<file path="config.mk">
export PLATFORM = sky130hd
export DESIGN_NAME = cfp_protect
export DESIGN_NICKNAME = d
export VERILOG_FILES = /design/src/include/cfp_pkg.sv /design/src/rtl/cfp_protect.sv
export SDC_FILE = /design/constraint.sdc
export NUM_CORES = 1
export LEC_CHECK = 0
export BUFFER_PORTS_ARGS = -buffer_cell sky130_fd_sc_hd__buf_2
export CAP_MARGIN = 20
export CORE_ASPECT_RATIO = 1.75
export CORE_MARGIN = 8
export CORE_UTILIZATION = 24
export CTS_CLUSTER_SIZE = 24
export DETAILED_ROUTE_END_ITERATION = 16
export PLACE_DENSITY = 0.53
export SETUP_SLACK_MARGIN = 0.4
export SYNTH_ARGS = -nofsm -noshare
export SYNTH_HDL_FRONTEND = slang
export SYNTH_SLANG_ARGS = --single-unit
</file>
<file path="constraint.sdc">
create_clock -name mclk -period 2.7 [get_ports mclk]
set_clock_uncertainty 0.1 [all_clocks]
set_input_delay 0.54 -clock mclk [delete_from_list [all_inputs] [get_ports mclk]]
set_output_delay 0.54 -clock mclk [all_outputs]
set_load 0.01 [all_outputs]
</file>
<file path="src/include/cfp_pkg.sv">
// Package of constants for the channel fault protection block
package cfp_pkg;
  localparam int NUM_CH = 2;
  localparam int SP_W = 11;
  localparam int DATA_W = 32;
  localparam int ADDR_W = 12;
  // Overcurrent filter, cycles of mclk (window 20..40)
  localparam int OC_FILT_CYC = 30;
  localparam int FILT_W = 6;
  // Register byte offsets
  localparam logic [ADDR_W-1:0] SETPT0_OFF = 12'h000;
  localparam logic [ADDR_W-1:0] SETPT1_OFF = 12'h004;
  localparam logic [ADDR_W-1:0] DIAG_OFF = 12'h008;
  localparam logic [ADDR_W-1:0] MASK_OFF = 12'h00c;
  localparam logic [ADDR_W-1:0] STAT_OFF = 12'h010;
  // Diagnosis field positions
  localparam int DIAG_OVC_POS = 0;
  localparam int DIAG_OT_POS = 2;
  localparam int DIAG_OV_POS = 4;
  localparam int DIAG_W = 5;
  // Mask field positions
  localparam int MASK_FM_POS = 0;
  localparam int MASK_OV_POS = 2;
  localparam int MASK_W = 3;
  localparam logic [MASK_W-1:0] MASK_RST = 3'h7;
  localparam logic [SP_W-1:0] SP_RST = 11'h000;
endpackage

</file>
<file path="src/rtl/cfp_protect.sv">
// Two-channel fault protection with APB register access
// Operation
// RULE1: Detected overload turns channel off, zeroes setpoint, sets overcurrent flag.
// RULE2: Diagnosis register read clears the latched overcurrent flag.
// RULE3: After overcurrent, only a nonzero setpoint write re-enables the channel.
// RULE4: Overload must persist a 20 to 40 cycle filter before detection.
// RULE5: Each channel has its own overtemperature input acting only on it.
// RULE6: Overtemperature turns the channel off and forces its setpoint to zero.
// RULE7: After overtemperature, stay off until cooled and a nonzero setpoint written.
// RULE8: Overtemperature flag latched; cleared by read while overheat is absent.
// RULE9: Battery overvoltage sets the overvoltage flag.
// RULE10: Overvoltage flag held until a read while overvoltage is absent.
// RULE11: While overvoltage persists, all channels off and all setpoints zero.
// RULE12: Fault output pulled low on any unmasked fault.
// RULE13: Filter counter restarts whenever overload drops before completing.
//
// Chosen here: the register offsets and the APB slave port.
module cfp_protect (
  // Clock and reset
  input  wire logic                          mclk,
  input  wire logic                          rst_n,
  input  wire logic                          clkEn,
  // APB slave
  input  wire logic                          psel,
  input  wire logic                          penable,
  input  wire logic                          pwrite,
  input  wire logic [cfp_pkg::ADDR_W-1:0]    paddr,
  input  wire logic [cfp_pkg::DATA_W-1:0]    pwdata,
  output logic      [cfp_pkg::DATA_W-1:0]    prdata,
  output logic                               pready,
  output logic                               pslverr,
  // Comparator inputs
  input  wire logic [cfp_pkg::NUM_CH-1:0]    overloadIn,
  input  wire logic [cfp_pkg::NUM_CH-1:0]    overTempIn,
  input  wire logic [cfp_pkg::NUM_CH-1:0]    coolIn,
  input  wire logic                          batOverVoltIn,
  // Channel outputs
  output logic      [cfp_pkg::NUM_CH-1:0]    chanEn,
  output logic      [cfp_pkg::SP_W-1:0]      setpoint0,
  output logic      [cfp_pkg::SP_W-1:0]      setpoint1,
  // Fault pin and interrupt
  output logic                               faultOut,
  output logic                               faultOutEn_n,
  output logic                               irq
);
  typedef struct packed {
    logic [cfp_pkg::NUM_CH-1:0][cfp_pkg::SP_W-1:0]   sp;
    logic [cfp_pkg::NUM_CH-1:0]                      en;
    logic [cfp_pkg::NUM_CH-1:0]                      hot;
    logic [cfp_pkg::NUM_CH-1:0][cfp_pkg::FILT_W-1:0] filt;
    logic [cfp_pkg::NUM_CH-1:0]                      ovc;
    logic [cfp_pkg::NUM_CH-1:0]                      ot;
    logic                                            ov;
    logic [cfp_pkg::MASK_W-1:0]                      mask;
    logic [cfp_pkg::DATA_W-1:0]                      rdata;
  } cfp_state_t;

  cfp_state_t stateReg;
  cfp_state_t stateNext;

  logic                       apbAcc;
  logic                       apbWr;
  logic                       apbRd;
  logic                       mapped;
  logic [cfp_pkg::DIAG_W-1:0] diagVal;
  logic [cfp_pkg::NUM_CH-1:0] ocDet;
  logic [cfp_pkg::NUM_CH-1:0] spWr;
  logic                       diagRd;

  assign apbAcc = psel && penable;
  assign apbWr = apbAcc && pwrite;
  assign apbRd = apbAcc && !pwrite;
  assign mapped = (paddr == cfp_pkg::SETPT0_OFF) || (paddr == cfp_pkg::SETPT1_OFF) ||
                  (paddr == cfp_pkg::DIAG_OFF) || (paddr == cfp_pkg::MASK_OFF) ||
                  (paddr == cfp_pkg::STAT_OFF);
  assign diagRd = apbRd && (paddr == cfp_pkg::DIAG_OFF) && clkEn;
  assign diagVal = {stateReg.ov, stateReg.ot, stateReg.ovc};

  always_comb begin
    stateNext = stateReg;
    ocDet = '0;
    spWr = '0;
    spWr[0] = apbWr && clkEn && (paddr == cfp_pkg::SETPT0_OFF);
    spWr[1] = apbWr && clkEn && (paddr == cfp_pkg::SETPT1_OFF);
    // Read data captured at the setup edge, valid through the access phase
    if (psel && !penable && !pwrite) begin
      unique case (paddr)
        cfp_pkg::SETPT0_OFF: stateNext.rdata = 32'(stateReg.sp[0]);
        cfp_pkg::SETPT1_OFF: stateNext.rdata = 32'(stateReg.sp[1]);
        cfp_pkg::DIAG_OFF:   stateNext.rdata = 32'(diagVal);
        cfp_pkg::MASK_OFF:   stateNext.rdata = 32'(stateReg.mask);
        cfp_pkg::STAT_OFF:   stateNext.rdata = 32'({stateReg.hot, stateReg.en});
        default:             stateNext.rdata = 32'h0000_0000;
      endcase
    end
    if (apbWr && (paddr == cfp_pkg::MASK_OFF)) begin
      stateNext.mask = pwdata[cfp_pkg::MASK_W-1:0];
    end
    // Read clears only flags it reported; later faults stay set
    if (diagRd) begin
      stateNext.ovc = stateReg.ovc
                      & ~stateReg.rdata[cfp_pkg::DIAG_OVC_POS +: cfp_pkg::NUM_CH]; // RULE2
      stateNext.ot = stateReg.ot & (overTempIn
                     | ~stateReg.rdata[cfp_pkg::DIAG_OT_POS +: cfp_pkg::NUM_CH]); // RULE8
      stateNext.ov = stateReg.ov
                     & (batOverVoltIn || !stateReg.rdata[cfp_pkg::DIAG_OV_POS]); // RULE10
    end
    for (int c = 0; c < cfp_pkg::NUM_CH; c++) begin
      // Continuous overload filter while channel on
      if (overloadIn[c] && stateReg.en[c]) begin
        if (stateReg.filt[c] >= cfp_pkg::FILT_W'(cfp_pkg::OC_FILT_CYC - 1)) begin
          ocDet[c] = 1'b1; // RULE4
          stateNext.filt[c] = '0;
        end else begin
          stateNext.filt[c] = stateReg.filt[c] + cfp_pkg::FILT_W'(1);
        end
      end else begin
        stateNext.filt[c] = '0; // RULE13
      end
      if (coolIn[c]) begin
        stateNext.hot[c] = 1'b0; // RULE7
      end
      if (spWr[c]) begin
        stateNext.sp[c] = pwdata[cfp_pkg::SP_W-1:0];
        stateNext.en[c] = (pwdata[cfp_pkg::SP_W-1:0] != '0) && !stateReg.hot[c]
                          && !overTempIn[c]; // RULE3 RULE7
      end
      if (ocDet[c]) begin
        stateNext.en[c] = 1'b0; // RULE1
        stateNext.sp[c] = cfp_pkg::SP_RST;
        stateNext.ovc[c] = 1'b1;
        stateNext.filt[c] = '0;
      end
      if (overTempIn[c]) begin
        stateNext.en[c] = 1'b0; // RULE5 RULE6
        stateNext.sp[c] = cfp_pkg::SP_RST;
        stateNext.hot[c] = 1'b1;
        stateNext.ot[c] = 1'b1; // RULE8
      end
      if (batOverVoltIn) begin
        stateNext.en[c] = 1'b0; // RULE11
        stateNext.sp[c] = cfp_pkg::SP_RST;
        stateNext.filt[c] = '0;
      end
    end
    if (batOverVoltIn) begin
      stateNext.ov = 1'b1; // RULE9
    end
  end

  always_ff @(posedge mclk) begin
    if (!rst_n) begin
      stateReg <= '{sp: '0, en: '0, hot: '0, filt: '0, ovc: '0, ot: '0, ov: 1'b0,
                    mask: cfp_pkg::MASK_RST, rdata: '0};
    end else if (clkEn) begin
      stateReg <= stateNext;
    end
  end

  logic [cfp_pkg::NUM_CH-1:0] chanFault;
  logic                       anyFault;
  assign chanFault = (stateReg.ovc | stateReg.ot) & stateReg.mask[cfp_pkg::NUM_CH-1:0];
  assign anyFault = (|chanFault) || (stateReg.ov && stateReg.mask[cfp_pkg::MASK_OV_POS]);

  assign prdata = stateReg.rdata;
  assign pready = 1'b1;
  assign pslverr = apbAcc && !mapped;
  assign chanEn = stateReg.en;
  assign setpoint0 = stateReg.sp[0];
  assign setpoint1 = stateReg.sp[1];
  assign faultOut = 1'b0;
  assign faultOutEn_n = !anyFault; // RULE12
  assign irq = anyFault;
endmodule

</file>
==> qor.csv <==
stage,metric,value,unit
pwr,powerDensity,596.8,nW/um^2
grt,grt_pass1_vias,2576,
cells_and_area,syn_to_final_growth,15.90,%
die,die_w,102.1,um
timing,hold_slack,0.3502,ns
timing,max-slew-margin-rel,0.6417,
timing,fin_crit,2.191,ns
grt,grt_max_degree,26,
clocking,hold_buffers,0,
clocking,tritoncts,done,
timing,min_period_over_period,0.8116,
critical_path,critPathKind,input port to primary output,
pwr,power,2.156,mW
timing,maxSlewViolCount,0,
cells_and_area,diodes,0,
yosys,synth_area_leaders,"dfxtp_1 (37%), buf_4 (14%), a22o_1 (6.2%)",
die,die_area,17030,sq um
routing,wire_per_inst,16.07,um
critical_path,arrival,1.55,ns
critical_path,worst-path-buf-inv,2,
critical_path,endpoint_kind,primary output,
yosys,synth_most_common_cell,buf_4,
cells_and_area,drive_above_1_share,0.2932,
yosys,netlist_instances,353,
run_status,status,completed,
flow_run,max-cap-violations,0,
yosys,yosys.area.top_type,dfxtp_1,
yosys,ys_warn_count,0,
routing,drtIter0Drc,95,
placement,port_buffers,73,
die,fp.coreArea,12800,sq um
yosys,synth_flop_cell,dfxtp_1,
routing,firstDrtPassIters,4,
routing,wl,9161,um
yosys,yosys-top-cells-count,"buf_4 (60), dfxtp_1 (57), nand2_1 (41), a22o_1 (22), o21ai_0 (22)",
critical_path,crit_path_cell_trace,buf_2 -> nor4_4 -> and4_2 -> nor2_1 -> buf_2,
cells_and_area,fin_nets,457,
cells_and_area,fin_cells,570,
yosys,yosysSeqAreaShare,0.3661,
clocking,path_clk_slew,0.05,ns
clocking,insertion_delay,0.32,ns
yosys,synth_top_area_share,0.3661,
routing,antenna_left,0,
pwr,p_leak,1.537,nW
critical_path,critPathSlowestCell,nor4_4,
die,row_count,55,
timing,rsz0062_at_grt,no,
routing,remaining_drc_errors,0,
grt,grt_overflow,0,
critical_path,worstPathRequired,2.06,ns
clocking,cts_resized,0,
timing,max_freq,456.3,MHz
grt,grt_pass1_wl,13680,um
die,io_pins,118,
yosys,synth_edf_count,0,
timing,setup_viol_count_final,0,
placement,hpwlAfterDp,7460,um
critical_path,worstPathMaxFanout,7,
grt,track_usage,0.1068,
critical_path,critPathLaunchType,input port,
yosys,avgSynthCellArea,8.829,sq um
clocking,cts.htree.levels,3,
grt,antenna_found_initial,0,
die,die_height,166.8,um
timing,fin_setup_tns,0,ns
critical_path,cp_slowest_stage_delay,0.40,ns
timing,hold_viol,0,
critical_path,crit_top_cell,buf_2,
clocking,cts_buffers,9,
routing,vias_per_cell,4.504,
cells_and_area,fillers,1421,
timing,worst_pin_slew,0.5329,ns
critical_path,path_delay_family,simple AND/OR/NAND/NOR gates,
yosys,synthArstFlopShare,0,
clocking,post_cts_buffers,0,
placement,dp_cells,554,
clocking,cts.root.buffer_cell,clkbuf_16,
yosys,synthesis.area,3117,sq um
placement,gp_congestion,0.8433,
worst_hold_path,hold_class,flip-flop to flip-flop,
yosys,ys_seq_elements,57,
pwr,vdd_drop_max,0.3143,mV
clocking,clock-sinks,57,
die,start_util,0.2435,
yosys,ys_types,51,
clocking,clockBufferDepth,2,
routing,num_vias,2567,
[placed cells by master, fill, tap and decap left out, types with 3 or more instances in the layout]
master	n
nor4_1	3
buf_4	8
nor2b_1	5
nand3_1	12
conb_1	23
a32o_1	3
clkbuf_16	9
o221a_2	4
and2_1	3
a31oi_1	4
dfxtp_1	57
o21ai_0	22
nand2b_1	3
a22oi_1	7
a21oi_1	10
a22o_1	22
nor2_1	18
ha_1	6
nand2_1	41
inv_1	10
mux2i_1	6
buf_2	73
nand4_1	5
clkinv_2	3
[metal layers]
metal / share of wire / global-route usage / vias to the layer above
li1: - / - / 1250
met1: 0.36 / 0.1023 / 1209
met2: 0.55 / 0.1980 / 89
met3: 0.062 / 0.03048 / 19
met4: 0.025 / 0.05077 / 0
met5: 0 / 0 / -
[flip-flops by register name, summed over array words and instances, names as in the netlist]
name and count:
setpoint1 11, stateReg 17, prdata 11, diagVal 5, chanEn 2, setpoint0 11
[cell families after synthesis]
kind of cell	share of synthesized area
AOI/OAI and AO/OA	0.2003
xor gates and xnor gates	0.01124
adders and majority gates	0.02409
buffers and inverters	0.1831
DFF	0.3661
muxes	0.02288
other	0.002410
and+or+nand+nor	0.1899
[per-stage QoR]
step	utilization	cell area, sq um	setup slack, ns
2_1_floorplan	-	3196	0.6738
3_3_place_gp	0.2583	3306	0.3580
3_5_place_dp	0.2583	3306	0.2987
4_1_cts	0.2822	3612	0.4815
5_1_grt	0.2822	3612	0.4338
6_report	0.2822	3612	0.5087
[worst min-delay path, delay by kind of cell (launching register included)]
family	cells	cell delay (ns)
AO/OA/AOI/OAI	1	0.05
flip-flops	1	0.30
AND/OR/NAND/NOR	1	0.05
[worst paths after layout]
check | startpoint | end | slack, ns | cells past startpoint
worst max register to register | stateReg[41] | stateReg[43] | 0.64 | 6
worst min register to register | stateReg[51] | stateReg[51] | 0.35 | 2
worst max-delay path | paddr[9] | pslverr | 0.51 | 5
worst min-delay path | stateReg[51] | stateReg[51] | 0.35 | 2
[area by class of cell]
cell class              count  area (sq um)  share of cell area
clock inverters             5         53.80             0.01489
repair buffers             81         425.4              0.1178
multi-input cells         234          1484              0.4108
well taps                 171         214.0             0.05923
inverters                  11         41.29             0.01143
flip-flops and latches     57          1141              0.3159
clock buffers              11         252.7             0.06997
[power breakdown]
part | switching, mW | leakage [nW] | total (mW) | internal, mW
registers | 0.00820 | 0.461 | 0.859 | 0.851
clock network | 0.382 | 0.155 | 1.14 | 0.759
logic | 0.102 | 0.922 | 0.156 | 0.0534
total | 0.492 | 1.54 | 2.16 | 1.66
Power figures use the tool's default switching activity.
